## config.mk

```make
export PLATFORM = sky130hd
export DESIGN_NAME = prw_power_reset_watchdog
export DESIGN_NICKNAME = d
export VERILOG_FILES = /design/src/verilog/prw_pkg.sv /design/src/verilog/prw_power_reset_watchdog.sv
export SDC_FILE = /design/constraint.sdc
export NUM_CORES = 1
export LEC_CHECK = 0
export BUFFER_PORTS_ARGS = -buffer_cell sky130_fd_sc_hd__buf_4
export CAP_MARGIN = 20
export CORE_UTILIZATION = 60
export CTS_CLUSTER_DIAMETER = 200
export CTS_CLUSTER_SIZE = 24
export DETAILED_ROUTE_END_ITERATION = 16
export GPL_TIMING_DRIVEN = 1
export HOLD_SLACK_MARGIN = 0.08
export PLACE_DENSITY = 0.87
export SETUP_SLACK_MARGIN = 0.5
export SLEW_MARGIN = 30
export SYNTH_ARGS = -nofsm -noshare
export SYNTH_HDL_FRONTEND = slang
export SYNTH_SLANG_ARGS = --single-unit
```

## constraint.sdc

```tcl
create_clock -name clock -period 5.5 [get_ports clock]
set_clock_uncertainty 0.05 [all_clocks]
set_input_delay 0.55 -clock clock [delete_from_list [all_inputs] [get_ports clock]]
set_output_delay 0.55 -clock clock [all_outputs]
set_load 0.01 [all_outputs]
```

## src/verilog/prw_pkg.sv

```systemverilog
// Overview of operation
// - Reset delay starts on power-good, wake, timeout
// - Reset delay lasts nominally five milliseconds
// - Halt gates CPU clock, keeps timers alive
// - Halt exits on taken interrupt or timeout
// - Stop ends on timeout, reset, wake source
// - Top recovery bit flags warm wake
// - Polarity bit selects high or low wake
// - Delay bit inserts or skips reset delay
// - Source bits pick port wake line
// - Comparator-mode port3 lines cannot wake
// - Bypass bit removes divide-by-two
// - Lowest bit adds divide-by-sixteen prescaler
// - Watchdog one-shot resets at terminal count
// - Watchdog off at reset, enabled for good
// - Watchdog register writable first 64 cycles
// - Timeout bits select four periods
// - Halt-activity bit keeps watchdog counting
// - Stop-activity bit needs RC clock
// - Clock-source bit picks RC or crystal
// - Watchdog instruction changes zero, sign, overflow
// - Low supply forces global reset
package prw_pkg;
   // Register indices; one word each, so the byte address is four times the index
   localparam logic [7:0] PRW_STOP_RECOVERY_IDX  = 8'h0b;
   localparam logic [7:0] PRW_WATCHDOG_IDX       = 8'h0f;
   localparam logic [7:0] PRW_STOP_RECOVERY_ADDR = PRW_STOP_RECOVERY_IDX * 8'h04;
   localparam logic [7:0] PRW_WATCHDOG_ADDR      = PRW_WATCHDOG_IDX * 8'h04;
   localparam logic [7:0] PRW_STATUS_ADDR        = 8'h10;
   // Stop recovery field positions
   localparam int PRW_SR_DIV16  = 0;
   localparam int PRW_SR_NODIV2 = 1;
   localparam int PRW_SR_SRC_LO = 2;
   localparam int PRW_SR_DELAY  = 5;
   localparam int PRW_SR_POL    = 6;
   localparam int PRW_SR_WARM   = 7;
   // Watchdog field positions
   localparam int PRW_WD_HALT   = 2;
   localparam int PRW_WD_STOP   = 3;
   localparam int PRW_WD_XTAL   = 4;
   // Reset values
   localparam logic [7:0] PRW_SR_RESET = 8'h20;
   localparam logic [7:0] PRW_WD_RESET = 8'h0d;
   // Timing
   localparam int PRW_CLK_HZ        = 10_000_000;
   localparam int PRW_POR_DELAY_US  = 5000;
   localparam int PRW_POR_CYCLES    = PRW_POR_DELAY_US * (PRW_CLK_HZ / 1_000_000);
   localparam int PRW_WD_OPEN_CYC   = 64;
   localparam int PRW_RC_PER_MS     = 1000;
   localparam int PRW_RC_T0_MS      = 5;
   localparam int PRW_RC_T1_MS      = 15;
   localparam int PRW_RC_T2_MS      = 25;
   localparam int PRW_RC_T3_MS      = 100;
   localparam int PRW_XT_T0         = 256;
   localparam int PRW_XT_T1         = 512;
   localparam int PRW_XT_T2         = 1024;
   localparam int PRW_XT_T3         = 4096;
   // Opcodes decoded from the core
   localparam logic [7:0] PRW_OP_STOP = 8'h6f;
   localparam logic [7:0] PRW_OP_HALT = 8'h7f;
   // Power state
   typedef enum logic [1:0] {PRW_RUN, PRW_HALT, PRW_STOP, PRW_DELAY} prw_state_t;
   // Status flags to the core
   typedef struct packed {
      logic zero;
      logic sign;
      logic overflow;
   } prw_flags_t;
endpackage

```

## src/verilog/prw_power_reset_watchdog.sv

```systemverilog
`timescale 1ns/10ps
module prw_power_reset_watchdog #(
   parameter int PorCycles  = prw_pkg::PRW_POR_CYCLES,
   parameter int RcDivide   = 10,
   parameter int MsCycles   = 10000
) (
   // Clock and reset
   input  wire logic              clock,
   input  wire logic              rst_n,
   input  wire logic              clkEn,
   // Supply, oscillators
   input  wire logic              supplyGood,
   input  wire logic              rcTick,
   // Core instruction interface
   input  wire logic              opValid,
   input  wire logic [7:0]        opCode,
   input  wire logic              watchdogInstr,
   input  wire logic              instrRetired,
   input  wire logic              interruptTaken,
   output logic                   cpuClockEnable,
   output logic                   oscEnable,
   output logic                   timerClockEnable,
   output logic                   globalReset,
   output logic [15:0]            restartVector,
   output prw_pkg::prw_flags_t    wdFlags,
   // Wake lines
   input  wire logic [3:0]        port3In,
   input  wire logic [7:0]        port2In,
   input  wire logic [2:0]        port3Analog,
   // AXI4-Lite slave
   input  wire logic [7:0]        s_axi_awaddr,
   input  wire logic              s_axi_awvalid,
   output logic                   s_axi_awready,
   input  wire logic [31:0]       s_axi_wdata,
   input  wire logic [3:0]        s_axi_wstrb,
   input  wire logic              s_axi_wvalid,
   output logic                   s_axi_wready,
   output logic [1:0]             s_axi_bresp,
   output logic                   s_axi_bvalid,
   input  wire logic              s_axi_bready,
   input  wire logic [7:0]        s_axi_araddr,
   input  wire logic              s_axi_arvalid,
   output logic                   s_axi_arready,
   output logic [31:0]            s_axi_rdata,
   output logic [1:0]             s_axi_rresp,
   output logic                   s_axi_rvalid,
   input  wire logic              s_axi_rready
);
   import prw_pkg::*;

   // Elaboration check: the counters cannot serve empty spans
   if (PorCycles < 1 || RcDivide < 1 || MsCycles < 1) begin : gBadParam
      $error("bad parameter");
   end

   // Reset synchroniser
   logic rstMeta_q;
   logic rstSync_q;
   always_ff @(posedge clock or negedge rst_n) begin
      if (!rst_n) begin
         rstMeta_q <= 1'b0;
         rstSync_q <= 1'b0;
      end else begin
         rstMeta_q <= 1'b1;
         rstSync_q <= rstMeta_q;
      end
   end
   wire logic rstn = rstSync_q;

   // Registers and state
   logic [7:0]   srCfg_q;       // Stop recovery settings
   logic [7:0]   wdCfg_q;       // Watchdog settings
   prw_state_t   state_q;
   logic [31:0]  delayCnt_q;    // Reset delay counter
   logic [31:0]  wdCnt_q;       // Watchdog counter
   logic         wdOn_q;        // Watchdog enabled
   logic [6:0]   openCnt_q;     // Write window counter
   logic         started_q;     // First instruction seen
   logic         supplyOld_q;
   logic         wdFire;
   logic         wakeHit;
   logic [1:0]   prescale_q;    // Divider chain: [1] toggles, [0] enable pulse
   logic [3:0]   div16_q;

   // Supply low or the reset delay state holds the global reset
   assign globalReset = !supplyGood || (state_q == PRW_DELAY);

   // Wake source select, comparator lines excluded
   always_comb begin
      logic srcLevel;
      srcLevel = 1'b0;
      case (srCfg_q[PRW_SR_SRC_LO +: 3])
         3'd1: srcLevel = port3In[0];
         3'd2: srcLevel = port3In[1] && !port3Analog[0];
         3'd3: srcLevel = port3In[2] && !port3Analog[1];
         3'd4: srcLevel = port3In[3] && !port3Analog[2];
         3'd5: srcLevel = port2In[7];
         3'd6: srcLevel = ~|port2In[3:0];
         3'd7: srcLevel = ~|port2In;
         default: srcLevel = 1'b0;
      endcase
      // Analog line masked: never matches either polarity
      if (srCfg_q[PRW_SR_SRC_LO +: 3] == 3'd0 ||
          (srCfg_q[PRW_SR_SRC_LO +: 3] inside {3'd2, 3'd3, 3'd4} &&
           port3Analog[srCfg_q[PRW_SR_SRC_LO +: 2] - 2'd2 + 2'd1 - 2'd1]))
         wakeHit = 1'b0;
      else
         wakeHit = (srcLevel == srCfg_q[PRW_SR_POL]);
   end

   // Watchdog terminal count by tap
   logic [31:0] wdLimit;
   always_comb begin
      case (wdCfg_q[1:0])
         2'd0: wdLimit = wdCfg_q[PRW_WD_XTAL] ? 32'(PRW_XT_T0) : 32'(PRW_RC_T0_MS * MsCycles);
         2'd1: wdLimit = wdCfg_q[PRW_WD_XTAL] ? 32'(PRW_XT_T1) : 32'(PRW_RC_T1_MS * MsCycles);
         2'd2: wdLimit = wdCfg_q[PRW_WD_XTAL] ? 32'(PRW_XT_T2) : 32'(PRW_RC_T2_MS * MsCycles);
         default: wdLimit = wdCfg_q[PRW_WD_XTAL] ? 32'(PRW_XT_T3) : 32'(PRW_RC_T3_MS * MsCycles);
      endcase
   end

   // Counting allowed by mode; stop needs the RC source
   logic wdTick;
   logic wdRun;
   // Crystal taps count processor clock periods, not raw clocks
   assign wdTick = wdCfg_q[PRW_WD_XTAL] ? (state_q != PRW_STOP && prescale_q[0]) : rcTick;
   always_comb begin
      case (state_q)
         PRW_HALT: wdRun = wdCfg_q[PRW_WD_HALT];
         PRW_STOP: wdRun = wdCfg_q[PRW_WD_STOP];
         PRW_RUN:  wdRun = 1'b1;
         default:  wdRun = 1'b0;
      endcase
   end
   assign wdFire = wdOn_q && wdRun && wdTick && (wdCnt_q >= wdLimit - 32'd1);

   // Power state machine
   always_ff @(posedge clock or negedge rstn) begin
      if (!rstn) begin
         state_q <= PRW_DELAY;
      end else if (clkEn) begin
         if (!supplyGood) begin
            state_q <= PRW_DELAY;
         end else begin
            case (state_q)
               PRW_RUN: begin
                  if (wdFire)
                     state_q <= PRW_DELAY;
                  else if (opValid && opCode == PRW_OP_STOP)
                     state_q <= PRW_STOP;
                  else if (opValid && opCode == PRW_OP_HALT)
                     state_q <= PRW_HALT;
               end
               PRW_HALT: begin
                  if (wdFire)
                     state_q <= PRW_DELAY;
                  else if (interruptTaken)
                     state_q <= PRW_RUN;
               end
               PRW_STOP: begin
                  if (wdFire)
                     state_q <= PRW_DELAY;
                  else if (wakeHit)
                     state_q <= srCfg_q[PRW_SR_DELAY] ? PRW_DELAY : PRW_RUN;
               end
               PRW_DELAY: begin
                  if (delayCnt_q >= 32'(PorCycles - 1))
                     state_q <= PRW_RUN;
               end
               default: state_q <= PRW_DELAY;
            endcase
         end
      end
   end

   // Reset delay counter
   always_ff @(posedge clock or negedge rstn) begin
      if (!rstn)
         delayCnt_q <= 32'd0;
      else if (clkEn)
         delayCnt_q <= (state_q == PRW_DELAY && supplyGood) ? delayCnt_q + 32'd1 : 32'd0;
   end

   // Clocks out: CPU off in halt/stop, oscillator off in stop
   assign cpuClockEnable = (state_q == PRW_RUN) && prescale_q[0];
   assign oscEnable      = (state_q != PRW_STOP);
   assign timerClockEnable = (state_q != PRW_STOP) && prescale_q[0];
   assign restartVector  = 16'h000c;

   // Clock dividers: /2 unless bypassed, extra /16 optional
   always_ff @(posedge clock or negedge rstn) begin
      if (!rstn) begin
         div16_q    <= 4'h0;
         prescale_q <= 2'h0;
      end else if (clkEn) begin
         prescale_q[1] <= ~prescale_q[1];
         if (srCfg_q[PRW_SR_NODIV2] || prescale_q[1])
            div16_q <= div16_q + 4'h1;
         prescale_q[0] <= (srCfg_q[PRW_SR_NODIV2] || prescale_q[1]) &&
                          (!srCfg_q[PRW_SR_DIV16] || div16_q == 4'hf);
      end
   end

   // Watchdog counter and enable
   always_ff @(posedge clock or negedge rstn) begin
      if (!rstn) begin
         wdOn_q  <= 1'b0;
         wdCnt_q <= 32'd0;
      end else if (clkEn) begin
         if (!supplyGood) begin
            wdOn_q  <= 1'b0;
            wdCnt_q <= 32'd0;
         end else if (watchdogInstr && state_q == PRW_RUN) begin
            wdOn_q  <= 1'b1;
            wdCnt_q <= 32'd0;
         end else if (wdFire) begin
            wdCnt_q <= 32'd0;
         end else if (wdOn_q && wdRun && wdTick) begin
            wdCnt_q <= wdCnt_q + 32'd1;
         end
      end
   end

   // Flag effects of the watchdog instruction
   always_ff @(posedge clock or negedge rstn) begin
      if (!rstn)
         wdFlags <= '0;
      else if (clkEn && watchdogInstr)
         wdFlags <= '{zero: 1'b0, sign: 1'b0, overflow: 1'b0};
   end

   // Write window after reset or recovery
   always_ff @(posedge clock or negedge rstn) begin
      if (!rstn) begin
         started_q <= 1'b0;
         openCnt_q <= 7'd0;
      end else if (clkEn) begin
         // Halt must not reopen the window; only reset or stop recovery does
         if (state_q inside {PRW_STOP, PRW_DELAY}) begin
            started_q <= 1'b0;
            openCnt_q <= 7'd0;
         end else if (instrRetired && !started_q) begin
            started_q <= 1'b1;
         end else if (started_q && openCnt_q < 7'(PRW_WD_OPEN_CYC) && prescale_q[0]) begin
            openCnt_q <= openCnt_q + 7'd1;
         end
      end
   end
   logic wdOpen;
   assign wdOpen = (state_q == PRW_RUN) && (openCnt_q < 7'(PRW_WD_OPEN_CYC));

   // AXI write path: take address and data in either order
   logic awHeld_q;
   logic wHeld_q;
   logic [7:0]  awAddr_q;
   logic [7:0]  wData_q;
   logic        wLane_q;
   assign s_axi_awready = !awHeld_q && !s_axi_bvalid;
   assign s_axi_wready  = !wHeld_q && !s_axi_bvalid;
   logic doWrite;
   assign doWrite = awHeld_q && wHeld_q && !s_axi_bvalid;
   always_ff @(posedge clock or negedge rstn) begin
      if (!rstn) begin
         awHeld_q     <= 1'b0;
         wHeld_q      <= 1'b0;
         awAddr_q     <= 8'h00;
         wData_q      <= 8'h00;
         wLane_q      <= 1'b0;
         s_axi_bvalid <= 1'b0;
         s_axi_bresp  <= 2'b00;
      end else if (clkEn) begin
         if (s_axi_awvalid && s_axi_awready) begin
            awHeld_q <= 1'b1;
            awAddr_q <= s_axi_awaddr;
         end
         if (s_axi_wvalid && s_axi_wready) begin
            wHeld_q <= 1'b1;
            wData_q <= s_axi_wdata[7:0];
            wLane_q <= s_axi_wstrb[0];
         end
         if (doWrite) begin
            awHeld_q     <= 1'b0;
            wHeld_q      <= 1'b0;
            s_axi_bvalid <= 1'b1;
            s_axi_bresp  <= (awAddr_q == PRW_STOP_RECOVERY_ADDR || awAddr_q == PRW_WATCHDOG_ADDR ||
                             awAddr_q == PRW_STATUS_ADDR) ? 2'b00 : 2'b10;
         end else if (s_axi_bvalid && s_axi_bready) begin
            s_axi_bvalid <= 1'b0;
         end
      end
   end

   // Configuration registers; warm flag set by hardware
   always_ff @(posedge clock or negedge rstn) begin
      if (!rstn) begin
         srCfg_q <= PRW_SR_RESET;
         wdCfg_q <= PRW_WD_RESET;
      end else if (clkEn) begin
         if (!supplyGood) begin
            srCfg_q <= PRW_SR_RESET;
            wdCfg_q <= PRW_WD_RESET;
         end else begin
            if (doWrite && wLane_q && awAddr_q == PRW_STOP_RECOVERY_ADDR)
               srCfg_q[6:0] <= wData_q[6:0];
            if (doWrite && wLane_q && awAddr_q == PRW_WATCHDOG_ADDR && wdOpen)
               wdCfg_q <= {3'b000, wData_q[4:0]};
            if (opValid && opCode == PRW_OP_STOP && state_q == PRW_RUN)
               srCfg_q[PRW_SR_WARM] <= 1'b1;
         end
      end
   end

   // AXI read path; watchdog register never readable
   assign s_axi_arready = !s_axi_rvalid;
   always_ff @(posedge clock or negedge rstn) begin
      if (!rstn) begin
         s_axi_rvalid <= 1'b0;
         s_axi_rdata  <= 32'h0;
         s_axi_rresp  <= 2'b00;
      end else if (clkEn) begin
         if (s_axi_arvalid && s_axi_arready) begin
            s_axi_rvalid <= 1'b1;
            s_axi_rresp  <= 2'b00;
            case (s_axi_araddr)
               PRW_STOP_RECOVERY_ADDR: s_axi_rdata <= {24'h0, srCfg_q[PRW_SR_WARM], 7'h00};
               PRW_WATCHDOG_ADDR:      s_axi_rdata <= 32'h0;
               PRW_STATUS_ADDR:        s_axi_rdata <= {28'h0, wdOn_q, wdOpen, state_q};
               default: begin
                  s_axi_rdata <= 32'h0;
                  s_axi_rresp <= 2'b10;
               end
            endcase
         end else if (s_axi_rvalid && s_axi_rready) begin
            s_axi_rvalid <= 1'b0;
         end
      end
   end

   // Assertions
   a_halt_cpu_off: assert property (@(posedge clock) disable iff (!rstn)
      state_q == PRW_HALT |-> !cpuClockEnable) else $error("cpu clock runs in halt");
   a_stop_osc_off: assert property (@(posedge clock) disable iff (!rstn)
      state_q == PRW_STOP |-> !oscEnable) else $error("oscillator runs in stop");
   a_low_supply_rst: assert property (@(posedge clock) disable iff (!rstn)
      clkEn && !supplyGood |=> globalReset && !wdOn_q) else $error("no reset on low supply");
   a_wd_lock: assert property (@(posedge clock) disable iff (!rstn)
      clkEn && !wdOpen && supplyGood |=> $stable(wdCfg_q)) else $error("watchdog register changed late");
   a_wd_sticky: assert property (@(posedge clock) disable iff (!rstn)
      wdOn_q && supplyGood |=> wdOn_q) else $error("watchdog disabled");
   a_halt_exit: assert property (@(posedge clock) disable iff (!rstn)
      clkEn && state_q == PRW_HALT && supplyGood && !wdFire && !interruptTaken |=> state_q == PRW_HALT)
      else $error("halt left without interrupt");
   a_fast_wake: assert property (@(posedge clock) disable iff (!rstn)
      clkEn && supplyGood && state_q == PRW_STOP && !wdFire && wakeHit && !srCfg_q[PRW_SR_DELAY]
      |=> state_q == PRW_RUN) else $error("fast wake failed");
   a_fire_reset: assert property (@(posedge clock) disable iff (!rstn)
      clkEn && supplyGood && wdFire |=> state_q == PRW_DELAY) else $error("timeout gave no reset");
endmodule

```

Word-level counts from Yosys, hierarchy flattened. Index checks and enable logic that the tools add are counted.

Input bits: 89. Output and inout bits: 64. Register bits after elaboration: 152. Logic and storage cells: 200.

Mux-type cells: 50. Bitwise logic cells: 1. Reductions and logical operators: 81. $lt $le $gt $ge: 4. Equality and inequality tests: 33. Add/sub/neg operators: 8.

Operators by type and width (number): $mux 32 (5); $add 32x1->32 const B (2); $pmux 20 s3 (1); $mux 18 (2); $eq 8x6->1 const B (4); $ge 32x16->1 const B (1); $ge 32x32->1 (1); $logic_and 1x1->1 (32); $sub 32x1->32 const B (1); $reduce_and 2->1 (15); $mux 7 (4); $mux 2 (12); $mux 20 (1); $eq 8x5->1 const B (2); $eq 8x7->1 const B (2); $mux 1 (16); $mux 16 (1); $pmux 8 s2 (1); $reduce_bool 2->1 (7); $eq 3x3->1 const B (4); $logic_not 1->1 (12); $mux 5 (2); $mux 8 (1); $ne 2x1->1 const B (4); other kinds (32) (44).

Logic depth before layout (Yosys ltp). Gate-level depths: netlist of the first run.

Depth in word-level cells: 12. Gate-level depth with buffers: 15.

Worst setup path before layout of the first run. No wires, ideal clock.

Path type: register -> register. From: register wdCfg_q[0]. To: register wdCnt_q[12]. Arrival time: 3.450 ns. Period minus slack after synthesis: 3.571 ns. Cell stages (with the launch flop): 16. Setup time: 0.071 ns. Path buffers: 2. Data required time: 5.379 ns. Slack: 1.929 ns. Cell sequence: dfstp_2 -> clkbuf_1 -> inv_1 -> fa_1 -> nor2_1 -> o211ai_1 -> and2_1 -> ha_1 -> a211oi_1 -> o21ai_0 -> o21ai_0 -> nand2_1 -> a22oi_2 -> a31oi_4 -> buf_6 -> nor2_1.

Word-level cells in the longest chain between the ends: 8. Elaborated cells between the ends (all ways): 12. Classes of those cells: add/sub: 1; order compare: 1; eq/ne: 3; mux: 4; reduce/logical: 3.

Ends and longest elaborated chain: from (decl) (line prw_power_reset_watchdog.sv:72) `logic [7:0] wdCfg_q;`; from (signal assigned) (line prw_power_reset_watchdog.sv:306) `wdCfg_q <= {3'b000, wData_q[4:0]};`; $eq 2x2->1 (tied with other cells) (line prw_power_reset_watchdog.sv:114) `case (wdCfg_q[1:0])`; $pmux 20 s3 * (line prw_power_reset_watchdog.sv:114); $sub 32x1->32 * (line prw_power_reset_watchdog.sv:135) `assign wdFire = wdOn_q && wdRun && wdTick && (wdCnt_q >= wdLimit - 32'd1);`; $ge 32x32->1 * (line prw_power_reset_watchdog.sv:135); $logic_and 1x1->1 * (line prw_power_reset_watchdog.sv:135); $mux 32 (line prw_power_reset_watchdog.sv:216) `end else if (wdFire) begin`; $mux 32 (line prw_power_reset_watchdog.sv:213) `end else if (watchdogInstr && state_q == PRW_RUN) begin`; $mux 32 (line prw_power_reset_watchdog.sv:210) `if (!supplyGood) begin`; to (signal assigned) (line prw_power_reset_watchdog.sv:219) `wdCnt_q <= wdCnt_q + 32'd1;`; to (decl) (line prw_power_reset_watchdog.sv:75) `logic [31:0] wdCnt_q;`.

Mark *: on every way between the ends. The rest lies on a longest branch, timed or not. A chain may end at the register's enable or synchronous reset.

Worst setup path in the final report of the first run.
From: register wdCfg_q[4]. To: register wdCnt_q[5].

Word-level cells in the longest chain between the ends: 8. Elaborated cells between the ends (all ways): 15. Classes of those cells: add/sub: 1; order compare: 1; eq/ne: 1; mux: 9; reduce/logical: 3.

Ends and longest elaborated chain: $mux 18 (tied with other cells) (line prw_power_reset_watchdog.sv:117) `2'd2: wdLimit = wdCfg_q[PRW_WD_XTAL] ? 32'(PRW_XT_T2) : 32'(PRW_RC_T2_MS * MsCycles);`; $pmux 20 s3 (line prw_power_reset_watchdog.sv:114); $sub 32x1->32 (line prw_power_reset_watchdog.sv:135); $ge 32x32->1 (line prw_power_reset_watchdog.sv:135); $logic_and 1x1->1 (line prw_power_reset_watchdog.sv:135); $mux 32 (line prw_power_reset_watchdog.sv:216); $mux 32 (line prw_power_reset_watchdog.sv:213); $mux 32 (line prw_power_reset_watchdog.sv:210).

Several ways; a longest one is shown, not always the timed one.

==> results.ini, run 1 <==
[outcome]
status = finished with violations
violations = design-rule violations

[cts]
clkTransAtPathRegs_ns = 0.06
cts_root_buf = clkbuf_16
cts_max_level = 4
clkLatencyLatePin_ns = 0.42
cts_tree = done
cts_resized = 0
numCtsBuffers = 17
cts.sinks = 123
clockBufferDepth = 2

[placement]
place_ws_ns = 1.25
place_congestion = 0.910
dpl-instance-area_um2 = 7660
io_buffer_count = 76
detailed_place_hpwl_um = 11300

[logic_synthesis]
yosysSeqAreaShare_pct = 42.9
netlist_instances = 758
ys.flop_type = dfrtp_1
synth-edff-count = 0
synth_warnings = 0
synthArstFlopShare_pct = 100
ys_ff_latch = 123
avgSynthCellArea_um2 = 9.49
syn_area_um2 = 7200
synthDistinctLibCells = 70

[power_and_ir_drop]
power.total_w = 0.00270
leakagePower_nw = 3.75
power_density_nw_per_um2 = 328
peakVddDrop_uv = 355

[drt]
firstDrtPassIters = 11
finalWirelength_um = 16600
vias = 5931
wl_per_cell_um = 16.8
drc = 6
drtIter0Drc = 390
avgViaCountPerCell = 6.00
ant_nets = 0

[global_route]
grt.total_usage_pct = 28.2
grt_remaining_overflow = 0
grt_max_degree = 65
antenna_found_initial = 0
grt_pass1_wl_um = 27900
grt_pass1_vias = 5932

[layout]
ff_latch_area_um2 = 3090
diodes = 0
final_cell_area_um2 = 8250
num-fill-cells = 769
syn_to_final_growth_pct = 14.6
drive_above_1_share_pct = 18.1
multi_input_area_um2 = 3710
nets = 950

[setup_path]
critPathLaunchType = flop
worstPathArrival_ns = 4.59
reg2reg_setup_slack_ns = 1.13
cp_max_fo = 22
crit_type = flop to flop
worstPathRequired_ns = 5.72
crit_path_end_kind = flop

[die]
ioPinCount = 153
coreArea_um2 = 11600
die_x_um = 112
rows = 39
initial_utilization_pct = 62.2
die_area_um2 = 12400
die_h_um = 112

[sta]
holdWs_ns = 0.309
timing.fmax_mhz = 229
fin_ws_ns = 1.13
period_share_pct = 79.5
rsz0062_at_grt = no
finalHoldViolations = 0
fin_setup_tns_ns = 0
finalSetupViolCount = 0
tightest_slew_ns = 0.940
slew_viol_final = 0
relSlewSlack_pct = 37.3
period_minus_slack_ns = 4.37

[min_path]
hold_class = flop to flop

[job]
cap_violations = 0

## stage by stage
stage | util, % | std cells
after floorplan | - | 809
after global placement | 66.2 | 955
after detailed placement | 66.2 | 955
after CTS | 71.3 | 988
after global routing | 71.3 | 988
final | 71.3 | 988
## layout make-up
cell class / instances / area share [%]
multi-input combinational: 583 / 44.9
sequential: 123 / 37.5
timing repair buffer: 78 / 7.13
clock buffer: 18 / 5.20
tap: 143 / 2.17
clock inverter: 14 / 1.79
inverter: 29 / 1.32
## cell usage in the layout (no fill, tap or decap), types with 6 or more instances in the layout
master | synthesis | routed
dfrtp_1 | 117 | 116
nor2_1 | 87 | 87
buf_4 | 49 | 77
nand2_1 | 64 | 64
conb_1 | 2 | 53
xnor2_1 | 35 | 35
a21oi_1 | 30 | 30
nand3_1 | 30 | 30
inv_1 | 28 | 28
o21ai_0 | 28 | 28
ha_1 | 28 | 28
and3_1 | 25 | 25
nand4_1 | 25 | 25
xor2_1 | 20 | 20
clkbuf_16 | 0 | 17
mux2_2 | 16 | 16
nor3_1 | 15 | 15
a22o_1 | 11 | 11
o211ai_1 | 10 | 10
nor4_1 | 10 | 10
a31oi_1 | 8 | 8
mux2i_1 | 8 | 8
and2_1 | 6 | 6
dfstp_2 | 6 | 6
## critical path: stages (launching register included)
cell      delay [ns]
dfrtp_1         0.68
inv_1           0.20
fa_1            0.45
nor2_1          0.32
o211ai_1        0.25
ha_1            0.41
nand4_1         0.14
nor4_1          0.47
o21ai_0         0.25
nand2_1         0.13
a22oi_2         0.13
a31oi_4         0.60
nor2_1          0.14
## registers in the layout, indices dropped and copies added, names as in the netlist, 2 cells and up
signal       cells
openCnt_q        7
state_q          2
s_axi_rdata      5
prescale_q       2
awAddr_q         8
delayCnt_q      32
wdCnt_q         32
wData_q          7
srCfg_q          8
wdCfg_q          5
div16_q          4
## per-layer routing
metal  GRT usage, %  vias to the layer above  wire length (µm)
met2           49.4                      219              8670
li1               -                     2734                 -
met3           5.99                       38               833
met1           33.4                     2940              6700
met4           12.3                        0               393
met5              0                        -                 0
## cells in the mapped netlist, drive strengths merged (3+ instances only)
master / n / area [µm²]
dfrtp: 117 / 2930
nor2: 88 / 338
nand2: 64 / 240
buf: 59 / 432
xnor2: 35 / 307
o21ai: 32 / 164
a21oi: 31 / 159
nand3: 31 / 168
ha: 28 / 350
inv: 28 / 105
and3: 26 / 168
nand4: 26 / 169
xor2: 20 / 175
mux2: 16 / 180
nor3: 16 / 85.1
clkbuf: 15 / 56.3
a22o: 11 / 96.3
nor4: 11 / 75.1
o211ai: 11 / 87.6
a31oi: 9 / 71.3
mux2i: 8 / 80.1
and2: 7 / 43.8
dfstp: 6 / 158
a22oi: 5 / 42.5
or3: 5 / 31.3
nor4b: 4 / 56.3
o21a: 4 / 37.5
o22ai: 4 / 25.0
o31ai: 4 / 30.0
a211oi: 3 / 35.0
and4: 3 / 26.3
nand2b: 3 / 18.8
nor2b: 3 / 18.8
or4: 3 / 22.5
## final timing paths
| check | to | start | depth (start not counted) |
|---|---|---|---|
| worst max-delay path | wdCnt_q[5] | wdCfg_q[4] | 12 |
| worst min-delay path | rstSync_q | rstMeta_q | 0 |
| worst max register to register | wdCnt_q[5] | wdCfg_q[4] | 12 |
| worst min register to register | rstSync_q | rstMeta_q | 0 |
| max in group asynchronous | wdCnt_q[31] | rstSync_q | 1 |
| min in group asynchronous | s_axi_rdata[1] | rstSync_q | 0 |
## kinds of logic after synthesis
group / count (synthesis) / synth area share, %
multiplexers: 24 / 3.62
other: 2 / 0.104
AO/OA/AOI/OAI: 124 / 11.9
buffers and inverters: 103 / 8.29
flip-flops: 123 / 42.9
adder cells (fa/ha/maj): 29 / 5.15
XOR/XNOR: 55 / 6.69
AND/OR/NAND/NOR: 298 / 21.4
## power by group
part	total [W]	internal, W	switching [W]
Sequential	0.00117	0.00103	0.000140
Clock	0.00109	0.000668	0.000421
Combinational	0.000446	0.000205	0.000241
## repair_timing
| item | in CTS | in global routing |
|---|---|---|
| setup buffers | 0 | 0 |
| hold buffers | 1 | 0 |
| endpoints found under the hold margin | 2 | 0 |
(Power assumes the default switching activity.)
==> run 2, diff against run 1 <==
Settings changed: CORE_UTILIZATION 60 to 50, PLACE_DENSITY 0.87 to 0.77.
Clock period 5.5 ns to 3.8 ns, I/O delays scaled along.
==> run 2 against run 1 <==
The flow now finishes without violations. Die area up 20%. Routed wire length decreased by 4.3%. Sequential power is 44% higher. Clock power rose by 41%. Sequential share of layout area decreased by 1.8 points. Combinational power up 48%. Cell area is 5.1% higher. Critical endpoint is now wdCnt_q[22]. Power rose by 43%. Final cell count is 5.5% higher. Non-clock buffer count increased by 17. Worst hold slack worse by 0.18 ns.
==> results.ini, run 2 (synthesis results as in run 1) <==
[placement]
io_buffer_count = 76
place_congestion = 0.853
place_ws_ns = 0.233
dpl-instance-area_um2 = 7780
detailed_place_hpwl_um = 10600

[power_and_ir_drop]
leakagePower_nw = 3.86
peakVddDrop_uv = 527
power_density_nw_per_um2 = 447

[cts]
cts.sinks = 123
clkLatencyLatePin_ns = 0.42
clockBufferDepth = 2
cts_root_buf = clkbuf_16
cts_tree = done
cts_max_level = 4
clkTransAtPathRegs_ns = 0.06
numCtsBuffers = 17

[die]
initial_utilization_pct = 51.6
ioPinCount = 153
die_h_um = 122
coreArea_um2 = 13900
die_area_um2 = 14900
die_x_um = 122
rows = 43

[global_route]
grt_pass1_wl_um = 26500
grt_pass1_vias = 5499
antenna_found_initial = 0
grt.total_usage_pct = 22.9
grt_remaining_overflow = 0
grt_max_degree = 63

[sta]
timing.fmax_mhz = 290
fin_ws_ns = 0.352
period_minus_slack_ns = 3.45
period_share_pct = 90.7
finalSetupViolCount = 0
slew_viol_final = 0
finalHoldViolations = 0
relSlewSlack_pct = 45.9
rsz0062_at_grt = yes
tightest_slew_ns = 0.812
fin_setup_tns_ns = 0

[layout]
layout_commonest_cell = dfrtp_1
final_cell_area_um2 = 8670
top_regs = delayCnt_q x32, wdCnt_q x32
mostFrequentLayoutCells = dfrtp_1, buf_4, nor2_1
diodes = 0
syn_to_final_growth_pct = 20.5
num-fill-cells = 1130
nets = 967
drive_above_1_share_pct = 23.3
final_util_pct = 62.2

[setup_path]
critPathLaunchType = flop
cpLargestDelayFamily = compound AO/OA/AOI/OAI gates
cp_slowest_cell = dfstp_2
crit_path_cell_trace = inv_4 > fa_2 > nor2_4 > o211ai_1 > ha_1 > buf_6 > nand2_4 > nor2_4 > a2111oi_4 > nand2_1 > a22oi_2 > a31oi_4 > buf_12 > buf_12 > a211oi_2
worstPathArrival_ns = 3.73
cp_max_fo = 6
crit_start = wdCfg_q[0]
r2r_start = wdCfg_q[0]
reg2reg_setup_slack_ns = 0.35
crit_path_end_kind = flop
max_stage_delay_ns = 0.55
crit_type = flop to flop
worstPathRequired_ns = 4.08
crit_buf_inv = 4
reg2reg_depth = 15
path_depth = 15

[drt]
avgViaCountPerCell = 5.51
drtIter0Drc = 342
finalWirelength_um = 15900
wl_per_cell_um = 15.3
ant_nets = 0
firstDrtPassIters = 4
vias = 5737
drc = 0

[min_path]
whs_path_depth = 3
hp-start = s_axi_wdata[5]
hold_class = primary input to flop

[job]
cap_violations = 0

[outcome]
status = completed

==> run 2: final cells by class <==
type | instances | area (µm²) | area share, %
Clock buffer | 18 | 429 | 4.95
Clock inverter | 14 | 133 | 1.53
Inverter | 29 | 114 | 1.31
Multi-Input combinational cell | 583 | 3880 | 44.7
Sequential cell | 123 | 3090 | 35.6
Tap cell | 180 | 225 | 2.60
Timing Repair Buffer | 95 | 805 | 9.28
==> run 2: timing repair <==
action	4_1_cts	5_1_grt
resized for setup	31	15
setup buffers	7	3
hold buffers	1	0
endpoints found under the hold margin	2	0
pin swaps	17	9
gates cloned	2	0
endpoints found under the setup margin	34	34
==> run 2: worst reg2reg max path: cells and delay by family (launching register included) <==
| family | cells | cell delay, ns |
|---|---|---|
| AO/OA/AOI/OAI | 5 | 1.09 |
| adder cells (fa/ha/maj) | 2 | 0.83 |
| buffers and inverters | 4 | 0.49 |
| flip-flops | 1 | 0.55 |
| AND/OR/NAND/NOR | 4 | 0.36 |
==> run 2: per-stage QoR <==
stage	hold slack, ns	cells	total power [W]
6_report	0.130	1042	0.00388
5_1_grt	0.127	1042	0.00406
4_1_cts	0.120	1039	0.00390
3_5_place_dp	0.115	997	0.00232
3_3_place_gp	0.114	997	0.00230
2_1_floorplan	0.0344	809	0.00211
==> run 2: where the power goes <==
group	internal (W)	switching, W
Sequential	0.00149	0.000186
Clock	0.000911	0.000631
Combinational	0.000316	0.000342
Total	0.00272	0.00116
==> run 2: path summary, 6_finish.rpt <==
| path | to |
|---|---|
| min in group asynchronous | rstSync_q |
| hold reg to reg | rstSync_q |
| setup reg to reg | wdCnt_q[22] |
| hold / removal | wData_q[5] |
| setup / recovery | wdCnt_q[22] |
| max in group asynchronous | wdCfg_q[3] |
==> run 2: routing by layer <==
metal | GRT usage (%) | routed length (µm)
met5 | 0 | 0
met1 | 29.9 | 6860
met2 | 37.1 | 7990
met3 | 5.85 | 775
met4 | 7.25 | 267
==> run 3, diff against run 2 <==
Settings changed: CORE_UTILIZATION 50 to 60, PLACE_DENSITY 0.77 to 0.87.
Clock period 3.8 ns to 4.26 ns, I/O delays scaled along.
==> run 3 against run 2 <==
The run now ends with design-rule violations left. Routed wire length up 4.4%. Via count up 4.0%. Worst setup slack better by 0.20 ns. Die area down 16%. Largest cell class unchanged.
==> results.ini, run 3 (synthesis results as in run 1) <==
[setup_path]
crit_path_end_kind = flop
critPathLaunchType = flop
cp_max_fo = 22
worstPathArrival_ns = 3.99
cp_slowest_cell = dfstp_2
path_common_cell = a211oi_2
crit_type = flop to flop
crit_path_cell_trace = clkinvlp_4 > fa_2 > nor2_2 > o211ai_1 > and2_1 > ha_1 > a211oi_2 > o21ai_0 > o21ai_1 > nand2_1 > a22oi_2 > a31oi_4 > buf_6 > a211oi_2
worstPathRequired_ns = 4.54
max_stage_delay_ns = 0.60

[cts]
cts_max_level = 4
cts.sinks = 123
cts_root_buf = clkbuf_16
numCtsBuffers = 17
cts_tree = done
clkLatencyLatePin_ns = 0.43
clkTransAtPathRegs_ns = 0.06
clockBufferDepth = 2

[min_path]
hold_class = primary input to flop

[power_and_ir_drop]
leakagePower_nw = 3.80
switching_share_pct = 27.8
power_density_nw_per_um2 = 427
seqPwrFrac_pct = 41.8
clkPwrFrac_pct = 42.5
peakVddDrop_uv = 389
p_comb_share_pct = 15.7
internal_power_w = 0.00259
power_switching_w = 0.000996

[global_route]
grt_remaining_overflow = 0
grt_pass1_vias = 5978
grt_pass1_wl_um = 27600
grt_max_degree = 58
grt.total_usage_pct = 27.9
antenna_found_initial = 0

[placement]
place_congestion = 0.890
io_buffer_count = 76
place_ws_ns = 0.360
detailed_place_hpwl_um = 11500

[drt]
avgViaCountPerCell = 5.99
finalWirelength_um = 16600
firstDrtPassIters = 11
wl_per_cell_um = 16.6
drtIter0Drc = 380
vias = 5968
drc = 6
ant_nets = 0

[outcome]
status = finished with violations
violations = design-rule violations

[layout]
diodes = 0
layout_commonest_cell = dfrtp_1
mostFrequentLayoutCells = dfrtp_1, nor2_1, buf_4
top_regs = delayCnt_q x32, wdCnt_q x32
nets = 959
syn_to_final_growth_pct = 16.9
drive_above_1_share_pct = 19.6

[sta]
fin_ws_ns = 0.556
period_minus_slack_ns = 3.70
period_share_pct = 86.9
rsz0062_at_grt = no
relSlewSlack_pct = 51.0
finalHoldViolations = 0
finalSetupViolCount = 0
fin_setup_tns_ns = 0
timing.fmax_mhz = 270
tightest_slew_ns = 0.735
slew_viol_final = 0

[die]
die_area_um2 = 12400
coreArea_um2 = 11600
ioPinCount = 153
die_h_um = 112
die_x_um = 112
rows = 39
initial_utilization_pct = 62.2

[job]
cap_violations = 0

## run 3: cell types whose count changed in the layout (fill, tap and decap cells not counted), sizes merged
cell,change
clkbuf,+4
bufinv,+3
buf,-8
clkinvlp,+2
inv,-7
clkinv,-2
## run 3: worst paths after layout
check / start / endpoint / slack (ns) / depth (start not counted)
worst max register to register: wdCfg_q[0] / wdCnt_q[22] / 0.56 / 14
worst max-delay path: wdCfg_q[0] / wdCnt_q[22] / 0.56 / 14
min in group asynchronous: rst_n / rstSync_q / 0.26 / 2
worst min-delay path: s_axi_wdata[5] / wData_q[5] / 0.18 / 3
max in group asynchronous: rstSync_q / wdCfg_q[2] / 2.88 / 1
worst min register to register: rstMeta_q / rstSync_q / 0.31 / 0
## run 3: area by class of cell
cell class / instances / area, µm²
multi-input cells: 583 / 3750
fillers: 774 / 3150
flip-flops and latches: 123 / 3090
repair buffers: 87 / 659
clock buffers: 22 / 454
well taps: 143 / 179
clock inverters: 10 / 165
inverters: 29 / 113
## run 3: power groups by stage
| stage | combinational, W | sequential [W] | clock, W |
|---|---|---|---|
| detailed placement | 0.000555 | 0.00151 | 0 |
| floorplan | 0.000426 | 0.00146 | 0 |
| global placement | 0.000529 | 0.00150 | 0 |
| finish | 0.000564 | 0.00150 | 0.00152 |
| CTS | 0.000560 | 0.00150 | 0.00153 |
| global route | 0.000622 | 0.00152 | 0.00158 |
## run 3: worst max-delay path: cells and delay by family (launching register included)
| family | cells | cell delay (ns) |
|---|---|---|
| adders and majority gates | 2 | 0.81 |
| AOI/OAI and AO/OA | 7 | 1.35 |
| buffers and inverters | 2 | 0.36 |
| and+or+nand+nor | 3 | 0.42 |
| DFF | 1 | 0.60 |
## run 3: what timing repair did
| action | in CTS | in global routing |
|---|---|---|
| hold endpoints to repair | 2 | 0 |
| pin swaps | 1 | 5 |
| hold buffers | 1 | 0 |
| buffers inserted | 2 | 2 |
| gates resized for setup | 4 | 7 |
| setup endpoints to repair | 30 | 34 |
## run 3: routing by layer
layer	vias up	GRT usage (%)	wire length, µm
met5	-	0	0
met4	0	14.4	519
met3	51	5.61	975
met2	226	46.9	8410
met1	2940	34.2	6680
li1	2751	-	-
## run 3: metrics by stage
step	hold slack (ns)	util [%]	cell area (µm²)	power [W]	cells
after floorplan	0.0804	-	7390	0.00188	809
after global placement	0.158	66.6	7700	0.00203	960
after detailed placement	0.161	66.6	7700	0.00207	960
after CTS	0.172	72.3	8360	0.00359	995
after global routing	0.180	72.7	8410	0.00372	997
final	0.176	72.7	8410	0.00359	997
